`src/logic/cardbus_window_map.vh`:
```
// Purpose: Register offsets, field layouts and reset values of the window decode
// Assumes: Byte addresses on a 32-bit AHB-Lite register bus
// Notes:   Included by every design file of the window decode
`ifndef CARDBUS_WINDOW_MAP_VH
`define CARDBUS_WINDOW_MAP_VH

`define MEM_WINDOW0_START_OFS 8'h1C
`define MEM_WINDOW0_END_OFS   8'h20
`define MEM_WINDOW1_START_OFS 8'h24
`define MEM_WINDOW1_END_OFS   8'h28
`define IO_WINDOW0_START_OFS  8'h2C
`define IO_WINDOW0_END_OFS    8'h30
`define IO_WINDOW1_START_OFS  8'h34
`define IO_WINDOW1_END_OFS    8'h38
`define WINDOW_CTRL_OFS       8'h3C
`define WINDOW_STATUS_OFS     8'h40

`define MEM_WR_MASK           32'hFFFFF000
`define MEM_LOW_ONES          32'h00000FFF
`define IO_START_WR_MASK      32'hFFFFFFFC
`define IO_END_WR_MASK        32'h0000FFFC
`define IO_LOW_ONES           32'h00000003
`define IO_PAGE_MASK          32'hFFFF0000
`define IO_OFFSET_MASK        32'h0000FFFF
`define WINDOW_RESET          32'h00000000

`define CTRL_MEM_WIN0_PREFETCHABLE_BIT    8
`define CTRL_MEM_WIN1_PREFETCHABLE_BIT    9
`define CTRL_RESET            32'h00000300
`define CTRL_WR_MASK          32'h00000300

`endif

```
`src/logic/cardbus_window_decode.v`:
```
// Purpose: Window registers and forwarding decode of a PCI-to-CardBus bridge function
// Assumes: One clock, synchronous active-high reset, AHB-Lite single word transfers
// Notes:   Decode outputs are registered, one cycle after the address is presented
//
// Design decision made here: the AHB-Lite register port.
`timescale 1ns/1ps
`include "cardbus_window_map.vh"

module cardbus_window_decode
(
  input  wire        clk,
  input  wire        srst,
  input  wire        hsel,
  input  wire [31:0] haddr,
  input  wire [1:0]  htrans,
  input  wire        hwrite,
  input  wire [2:0]  hsize,
  input  wire [31:0] hwdata,
  input  wire        hready,
  output wire        hreadyout,
  output wire        hresp,
  output reg  [31:0] hrdata,
  input  wire        pci_valid,
  input  wire        pci_is_io,
  input  wire [31:0] pci_addr,
  output reg         pci_to_cardbus,
  output reg         pci_prefetchable,
  input  wire        cb_valid,
  input  wire        cb_is_io,
  input  wire [31:0] cb_addr,
  output reg         cardbus_to_pci
);

  reg  [31:0] mem_window0_start;
  reg  [31:0] mem_window0_end;
  reg  [31:0] mem_window1_start;
  reg  [31:0] mem_window1_end;
  reg  [31:0] io_window0_start;
  reg  [31:0] io_window0_end;
  reg  [31:0] io_window1_start;
  reg  [31:0] io_window1_end;
  reg         mem_win0_prefetchable;
  reg         mem_win1_prefetchable;
  reg         wr_pending;
  reg  [7:0]  wr_addr;
  reg  [31:0] next_rdata;
  wire        take;
  wire [3:0]  pci_hits;
  wire [3:0]  cb_hits;
  wire [31:0] status_word;
  wire        pci_type_hit;
  wire        cb_type_hit;
  wire        next_pci_to_cardbus;
  wire        next_pci_prefetchable;
  wire        next_cardbus_to_pci;

  // Reset word as a constant so single prefetch bits can be picked out
  localparam [31:0] CTRL_INIT = `CTRL_RESET;

  // Replaces only the writable bits
  function [31:0] masked_write;
    input [31:0] old_value;
    input [31:0] new_value;
    input [31:0] mask;
    begin
      masked_write = (old_value & ~mask) | (new_value & mask);
    end
  endfunction

  // Hit of the window pair that matches the cycle's type
  function type_hit;
    input       is_io;
    input [3:0] hits;
    begin
      if (is_io)
        type_hit = hits[2] | hits[3];
      else
        type_hit = hits[0] | hits[1];
    end
  endfunction

  // Window 0 wins when both memory windows claim the address
  function pref_pick;
    input [1:0] mem_hits;
    input       pref0;
    input       pref1;
    begin
      if (mem_hits[0])
        pref_pick = pref0;
      else
        pref_pick = mem_hits[1] & pref1;
    end
  endfunction

  // Slave never stalls; every access completes OKAY
  assign hreadyout = 1'b1;
  assign hresp     = 1'b0;
  assign take      = hsel && hready && htrans[1];

  always @(posedge clk)
  begin
    if (srst)
    begin
      wr_pending <= 1'b0;
      wr_addr    <= 8'h00;
    end
    else if (hready)
    begin
      wr_pending <= take && hwrite;
      wr_addr    <= haddr[7:0];
    end
  end

  always @(posedge clk)
  begin
    if (srst)
    begin
      mem_window0_start     <= `WINDOW_RESET;
      mem_window0_end       <= `WINDOW_RESET;
      mem_window1_start     <= `WINDOW_RESET;
      mem_window1_end       <= `WINDOW_RESET;
      io_window0_start      <= `WINDOW_RESET;
      io_window0_end        <= `WINDOW_RESET;
      io_window1_start      <= `WINDOW_RESET;
      io_window1_end        <= `WINDOW_RESET;
      mem_win0_prefetchable <= CTRL_INIT[`CTRL_MEM_WIN0_PREFETCHABLE_BIT];
      mem_win1_prefetchable <= CTRL_INIT[`CTRL_MEM_WIN1_PREFETCHABLE_BIT];
    end
    else if (wr_pending)
    begin
      case (wr_addr)
        `MEM_WINDOW0_START_OFS:
          mem_window0_start <= masked_write(mem_window0_start, hwdata, `MEM_WR_MASK);
        `MEM_WINDOW1_START_OFS:
          mem_window1_start <= masked_write(mem_window1_start, hwdata, `MEM_WR_MASK);
        `MEM_WINDOW0_END_OFS:
          mem_window0_end <= masked_write(mem_window0_end, hwdata, `MEM_WR_MASK);
        `MEM_WINDOW1_END_OFS:
          mem_window1_end <= masked_write(mem_window1_end, hwdata, `MEM_WR_MASK);
        `IO_WINDOW0_START_OFS:
          io_window0_start <= masked_write(io_window0_start, hwdata, `IO_START_WR_MASK);
        `IO_WINDOW1_START_OFS:
          io_window1_start <= masked_write(io_window1_start, hwdata, `IO_START_WR_MASK);
        `IO_WINDOW0_END_OFS:
          io_window0_end <= masked_write(io_window0_end, hwdata, `IO_END_WR_MASK);
        `IO_WINDOW1_END_OFS:
          io_window1_end <= masked_write(io_window1_end, hwdata, `IO_END_WR_MASK);
        `WINDOW_CTRL_OFS:
        begin
          mem_win0_prefetchable <= hwdata[`CTRL_MEM_WIN0_PREFETCHABLE_BIT];
          mem_win1_prefetchable <= hwdata[`CTRL_MEM_WIN1_PREFETCHABLE_BIT];
        end
        default:
        begin
          mem_win0_prefetchable <= mem_win0_prefetchable;
        end
      endcase
    end
  end

  // Live hits, so a read shows the addresses of its own address phase
  assign status_word = {24'h000000, cb_hits, pci_hits};

  always @*
  begin
    next_rdata = 32'h00000000;
    case (haddr[7:0])
      `MEM_WINDOW0_START_OFS: next_rdata = mem_window0_start;
      `MEM_WINDOW0_END_OFS:   next_rdata = mem_window0_end;
      `MEM_WINDOW1_START_OFS: next_rdata = mem_window1_start;
      `MEM_WINDOW1_END_OFS:   next_rdata = mem_window1_end;
      `IO_WINDOW0_START_OFS:  next_rdata = io_window0_start;
      `IO_WINDOW0_END_OFS:    next_rdata = io_window0_end;
      `IO_WINDOW1_START_OFS:  next_rdata = io_window1_start;
      `IO_WINDOW1_END_OFS:    next_rdata = io_window1_end;
      `WINDOW_CTRL_OFS:
        next_rdata = {22'h000000, mem_win1_prefetchable, mem_win0_prefetchable, 8'h00};
      `WINDOW_STATUS_OFS:     next_rdata = status_word;
      default:                next_rdata = 32'h00000000;
    endcase
  end

  // Read data latched at the address phase; a write to the same word is not forwarded
  always @(posedge clk)
  begin
    if (srst)
      hrdata <= 32'h00000000;
    else if (take && !hwrite)
      hrdata <= next_rdata;
  end

  mem_window_match u_pci_mem0
  (
    .start_addr (mem_window0_start),
    .end_addr   (mem_window0_end),
    .addr       (pci_addr),
    .hit        (pci_hits[0])
  );

  mem_window_match u_pci_mem1
  (
    .start_addr (mem_window1_start),
    .end_addr   (mem_window1_end),
    .addr       (pci_addr),
    .hit        (pci_hits[1])
  );

  io_window_match u_pci_io0
  (
    .start_addr (io_window0_start),
    .end_addr   (io_window0_end),
    .addr       (pci_addr),
    .hit        (pci_hits[2])
  );

  io_window_match u_pci_io1
  (
    .start_addr (io_window1_start),
    .end_addr   (io_window1_end),
    .addr       (pci_addr),
    .hit        (pci_hits[3])
  );

  mem_window_match u_cb_mem0
  (
    .start_addr (mem_window0_start),
    .end_addr   (mem_window0_end),
    .addr       (cb_addr),
    .hit        (cb_hits[0])
  );

  mem_window_match u_cb_mem1
  (
    .start_addr (mem_window1_start),
    .end_addr   (mem_window1_end),
    .addr       (cb_addr),
    .hit        (cb_hits[1])
  );

  io_window_match u_cb_io0
  (
    .start_addr (io_window0_start),
    .end_addr   (io_window0_end),
    .addr       (cb_addr),
    .hit        (cb_hits[2])
  );

  io_window_match u_cb_io1
  (
    .start_addr (io_window1_start),
    .end_addr   (io_window1_end),
    .addr       (cb_addr),
    .hit        (cb_hits[3])
  );

  assign pci_type_hit = type_hit(pci_is_io, pci_hits);
  assign cb_type_hit  = type_hit(cb_is_io, cb_hits);

  assign next_pci_to_cardbus = pci_valid && pci_type_hit;
  assign next_pci_prefetchable = pci_valid && !pci_is_io &&
    pref_pick(pci_hits[1:0], mem_win0_prefetchable, mem_win1_prefetchable);
  // Cycles outside both windows of their own type go upstream
  assign next_cardbus_to_pci = cb_valid && !cb_type_hit;

  // Registered so decode timing does not depend on register write timing
  always @(posedge clk)
  begin
    if (srst)
    begin
      pci_to_cardbus   <= 1'b0;
      pci_prefetchable <= 1'b0;
      cardbus_to_pci   <= 1'b0;
    end
    else
    begin
      pci_to_cardbus   <= next_pci_to_cardbus;
      pci_prefetchable <= next_pci_prefetchable;
      cardbus_to_pci   <= next_cardbus_to_pci;
    end
  end

endmodule

```
`src/logic/mem_window_match.v`:
```
// Purpose: Hit test of one memory window
// Assumes: Start and end hold zeros below bit 12
// Notes:   Purely combinational
`timescale 1ns/1ps
`include "cardbus_window_map.vh"

module mem_window_match
(
  input  wire [31:0] start_addr,
  input  wire [31:0] end_addr,
  input  wire [31:0] addr,
  output wire        hit
);

  wire enabled;
  wire [31:0] top;

  assign enabled = (start_addr != `WINDOW_RESET) || (end_addr != `WINDOW_RESET);
  assign top = end_addr | `MEM_LOW_ONES;
  assign hit = enabled && (addr >= start_addr) && (addr <= top);

endmodule

```
`src/logic/io_window_match.v`:
```
// Purpose: Hit test of one I/O window
// Assumes: The page of the window comes from the start register alone
// Notes:   Purely combinational
`timescale 1ns/1ps
`include "cardbus_window_map.vh"

module io_window_match
(
  input  wire [31:0] start_addr,
  input  wire [31:0] end_addr,
  input  wire [31:0] addr,
  output wire        hit
);

  wire enabled;
  wire [31:0] top;

  assign enabled = (start_addr != `WINDOW_RESET) || (end_addr != `WINDOW_RESET);
  assign top = (start_addr & `IO_PAGE_MASK) | (end_addr & `IO_OFFSET_MASK) | `IO_LOW_ONES;
  assign hit = enabled && (addr >= start_addr) && (addr <= top);

endmodule

```
`config.mk`:
```
export PLATFORM = sky130hd
export DESIGN_NAME = cardbus_window_decode
export DESIGN_NICKNAME = d
export VERILOG_FILES = /design/src/logic/cardbus_window_decode.v /design/src/logic/mem_window_match.v /design/src/logic/io_window_match.v
export VERILOG_INCLUDE_DIRS = /design/src /design/src/logic
export SDC_FILE = /design/constraint.sdc
export NUM_CORES = 1
export LEC_CHECK = 0
export ABC_AREA = 1
export BUFFER_PORTS_ARGS = -buffer_cell sky130_fd_sc_hd__buf_2
export CORE_ASPECT_RATIO = 0.75
export CORE_UTILIZATION = 67
export CTS_BUF_LIST = sky130_fd_sc_hd__clkbuf_2
export CTS_CLUSTER_DIAMETER = 100
export DETAILED_ROUTE_END_ITERATION = 10
export MAX_ROUTING_LAYER = met4
export PLACE_DENSITY_LB_ADDON = 0.2
export RECOVER_POWER = 100
export SLEW_MARGIN = 5
export SYNTH_ARGS = -nofsm -noshare
export SYNTH_HDL_FRONTEND = slang
export SYNTH_SLANG_ARGS = --single-unit
```
`constraint.sdc`:
```
create_clock -name clk -period 4.9 [get_ports clk]
set_clock_uncertainty 0.05 [all_clocks]
set_input_delay 0.98 -clock clk [delete_from_list [all_inputs] [get_ports clk]]
set_output_delay 0.98 -clock clk [all_outputs]
set_load 0.01 [all_outputs]
```
# Yosys cells after proc, flatten, opt, wreduce, memory -nomap -nowiden
# Cells that the tools add are included.
[totals]
reg_bits = 302
inputBits = 142
output_inout_bits = 37
word_cells = 118
[classes]
n_lt_le_gt_ge = 16
n_eq_ne = 19
n_mux = 4
n_bitwise = 15
reduce_logical = 48
[op_table]
columns = ["operator", "n"]
rows = [
  ["32-bit one-hot mux with 10 select lines", 1],
  ["32-bit >= comparator", 8],
  ["32-bit less-or-equal comparator", 8],
  ["32-bit nonzero test", 8],
  ["8-bit by 6-bit equality test with 1-bit output, second input constant", 16],
  ["12-bit by 32-bit OR with 32-bit output", 4],
  ["32-bit by 16-bit OR with 32-bit output", 4],
  ["2-bit by 32-bit OR with 32-bit output", 2],
  ["1-bit logical AND", 24],
  ["2-bit AND reduction", 9],
  ["8-bit by 5-bit equality test with 1-bit output, second input constant", 2],
  ["8-bit by 7-bit equality test with 1-bit output, second input constant", 1],
  ["1-bit logical OR", 4],
  ["1-bit OR", 4],
  ["1-bit zero test", 3],
  ["1-bit 2-to-1 mux", 3],
  ["1-bit AND", 1],
]

# Depth between registers and ports, before layout
[logic_depth]
depth_word = 8
depth_mapped = 16
depth_no_buf = 16

# Hierarchy
# A second synthesis with hierarchy kept.
[hier_totals]
hier_cells = 3368
area_unflattened_um2 = 21285.4
[by_module_without_submodules]
columns = ["module", "n_inst", "cells_each", "area_per_inst_um2", "seq_area_each_um2"]
rows = [
  ["cardbus_window_decode", 1, 1312, 9218.8, 4284.1],
  ["mem_window_match", 4, 263, 1569.0, 0.0],
  ["io_window_match", 4, 251, 1447.6, 0.0],
]

# Least setup slack after synthesis
# OpenSTA, ideal clock, no wires.
[synth_timing]
kind = "input -> register"
startpoint = "in pci_addr[31]"
endpoint = "reg pci_to_cardbus"
setup_ns = 0.113
t_arrival_ns = 2.094
required_ns = 4.737
path_slack_ns = 2.643
cell_stages = 10
path_buffers = 0
path_cell_list = "ha_1 nand4_1 nor3_1 nand3_1 nand3_1 nand2_1 nand2_1 inv_1 nor2_1 nor2_1"
[synth_via]
elab_chain_len = 6
word_cells_on_any_way = 20
classes_between = "order compare: 8; mux: 1; bitwise: 2; reduce/logical: 9"
[synth_rtl]
columns = ["element", "line", "source"]
rows = [
  ["from (decl)", "cardbus_window_decode.v:25", "input wire [31:0] pci_addr,"],
  ["32-bit >= comparator, on equally long branches", "mem_window_match.v:20, io_window_match.v:20", ""],
  ["1-bit logical AND, on equally long branches (2 in a row)", "mem_window_match.v:20, io_window_match.v:20", ""],
  ["1-bit OR, on equally long branches", "cardbus_window_decode.v:78, cardbus_window_decode.v:76", ""],
  ["1-bit 2-to-1 mux *", "cardbus_window_decode.v:75", "if (is_io)"],
  ["1-bit logical AND *", "cardbus_window_decode.v:259", "assign next_pci_to_cardbus = pci_valid && pci_type_hit;"],
  ["to (signal assigned)", "cardbus_window_decode.v:276", "pci_to_cardbus <= next_pci_to_cardbus;"],
  ["to (decl)", "cardbus_window_decode.v:26", "output reg pci_to_cardbus,"],
]
# Mark *: on every way between the ends. The rest lies on a longest branch, timed or not.
# A chain may end at the register's enable or synchronous reset.

==> results.toml <==
[status]
status = "finished with violations"
violations = "max-capacitance violations, max-slew violations"

[job]
max_cap_viol_count = 1

[worst_setup_path]
end_kind = "register"
cp_slowest_cell = "clkbuf_1"
required_ns = 5.62
crit_fanout = 104
cp_cell_sequence = "buf_2 > clkbuf_1 > inv_4 > buf_12 > o21ai_0 > a21oi_1"
critPathMaxStageDelay_ns = 1.80
crit_arrival_ns = 4.54
crit_type = "primary input to register"
start_kind = "primary input"

[global_routing]
grt_use_total_pct = 49.3
antenna_found_initial = 1
first_global_vias = 17300
grt_overflow_total = 0
grt_max_degree = 105
grt_pass1_wl_um = 94700

[yosys]
ys_seq_area_share_pct = 25.1
netlist_instances = 2427
yosysUniqueCellTypes = 34
syn_area_per_cell_um2 = 7.03
synth_top_cells_by_area = "dfxtp_1 (25%), ha_1 (25%), a21oi_1 (10%)"
syn-cell-area_mm2 = 0.0171
synth_top_flop_cell = "dfxtp_1"
ys_warn_count = 0
synth_edf_count = 0
synth_top_cell_area_share_pct = 25.1
yosys.area.top_type = "dfxtp_1"
async_flop_share_pct = 0
synth_seq_cells = 214
syn-num-nets = 2905

[timing]
max_clock_freq_mhz = 262
tightest_slew_ns = 2.55
maxSlewViolCount = 38
fin_setup_tns_ns = 0
period_share_pct = 77.9
setup_viol = 0
relSlewSlack_pct = -69.7
finalHoldViolCount = 0
rsz0062_at_grt = "no"
fin_crit_ns = 3.82

[clocking]
cts_root_buf = "clkbuf_2"
cts_tree = "done"
clkTransAtPathRegs_ns = 0.12
post-cts-setup-buffers = 0
cts_resized = 0
cts_made_buffers = 53
cts_hold_buf = 0
clockBufferDepth = 3
clock_sinks = 214
insertion_delay_ns = 0.97
cts.htree.levels = 2

[die]
boundaryPins = 179
start_util_pct = 68.3
core.rowCount = 50
dieArea_mm2 = 0.0261
die_w_um = 186
core_mm2 = 0.0250
die_h_um = 140

[min_path]
min_path_type = "primary input to register"

[placed_design]
io_buffers = 146
dpl.hpwl_um = 47700
place.gp.congestion = 1.04

[final_layout]
final_common_cell = "nand2_1"
drive_gt1_share_pct = 8.44
area.sequential_mm2 = 0.00428
syn2layout_area_growth_pct = 8.13
fin_util_pct = 73.9
mostFrequentLayoutCells = "nand2_1 (449), a21oi_1 (342), ha_1 (336), inv_1 (293), o21ai_0 (225)"
multi_input_area_mm2 = 0.0113
nets = 3043
nFillCells = 2137

[power]
power.density_mw_per_mm2 = 204
total_power_mw = 3.76
total_leakage_power_nw = 8.21
ir_drop_uv = 210

[route]
wl_per_cell_um = 21.2
postRouteAntennaNets = 0
vias = 18800
drc_errors = 0
dr.first_iter.drc_count = 2292
dr.pass1.iters = 6
routed_via_density = 6.36
routed_wl_um = 62600
[cells in the mapped netlist (8+ instances only)]
cell,n
o31ai_1,16
o21ai_1,8
nand3_1,85
ha_1,336
o21a_1,11
a21oi_1,342
buf_2,9
nor4_1,14
inv_1,295
nand3b_1,9
nand4_1,39
o21ai_0,222
o22ai_1,71
nand2_1,447
nor2_1,167
a21o_1,10
dfxtp_1,214
nor3_1,33
clkbuf_1,62
[state kept, by name, indices dropped and copies added, names as in the netlist, 8 cells and up]
signal / cells
hrdata: 32
mem_window1_start: 20
io_window0_start: 30
io_window1_start: 30
io_window0_end: 14
wr_addr: 8
mem_window1_end: 20
io_window1_end: 14
mem_window0_end: 20
mem_window0_start: 20
[power by group]
part           switching (mW)  total, mW  internal, mW
combinational           0.437      0.669         0.232
sequential            0.00421       1.75          1.75
clock                   0.845       1.35         0.500
[path summary, 6_finish.rpt]
path / slack [ns] / depth (start not counted) / end / start
setup / recovery: 1.08 / 6 / mem_window0_end[13] / srst
hold reg to reg: 0.42 / 2 / hrdata[14] / hrdata[14]
hold / removal: 0.25 / 4 / cardbus_to_pci / cb_is_io
setup reg to reg: 2.03 / 8 / io_window1_start[17] / wr_pending
[per-layer routing]
metal / global-route usage, % / part of all wire [%] / vias up / wire length [um]
met5: - / 0 / - / 0
met4: 21.3 / 4.3 / 0 / 2720
met3: 15.4 / 16 / 254 / 10000
met2: 66.7 / 39 / 1321 / 24500
met1: 66.7 / 40 / 8530 / 25300
li1: - / - / 8649 / -
[cell families after synthesis]
group / Yosys count / synth area share [%]
flops: 214 / 25.1
other cells: 2 / 0.0440
buf+inv: 372 / 8.38
fa+ha+maj: 336 / 24.6
simple gates: 813 / 20.4
compound gates: 690 / 21.5
[final cells by class]
| cell class | count | area share, % |
|---|---|---|
| Tap cell | 338 | 2.29 |
| Multi-Input combinational cell | 1841 | 61.3 |
| Sequential cell | 214 | 23.2 |
| Timing Repair Buffer | 158 | 4.26 |
| Clock buffer | 68 | 1.84 |
| Clock inverter | 30 | 0.963 |
| Antenna cell | 1 | 0.0136 |
| Inverter | 297 | 6.06 |
[per-stage QoR]
| step | cell area [um^2] | instances | hold WS [ns] | worst slack [ns] |
|---|---|---|---|---|
| global route | 18400 | 2947 | 0.242 | 1.13 |
| global placement | 18000 | 2848 | 0.400 | 1.70 |
| CTS | 18500 | 2946 | 0.215 | 2.14 |
| floorplan | 17100 | 2427 | 0.392 | 2.64 |
| finish | 18400 | 2947 | 0.251 | 1.08 |
| detailed placement | 18000 | 2848 | 0.404 | 1.64 |
[critical path, delay by kind of cell]
kind	cells	cell delay (ns)
buffers and inverters	4	3.15
AOI/OAI and AO/OA	2	0.30
(Power assumes the default switching activity.)
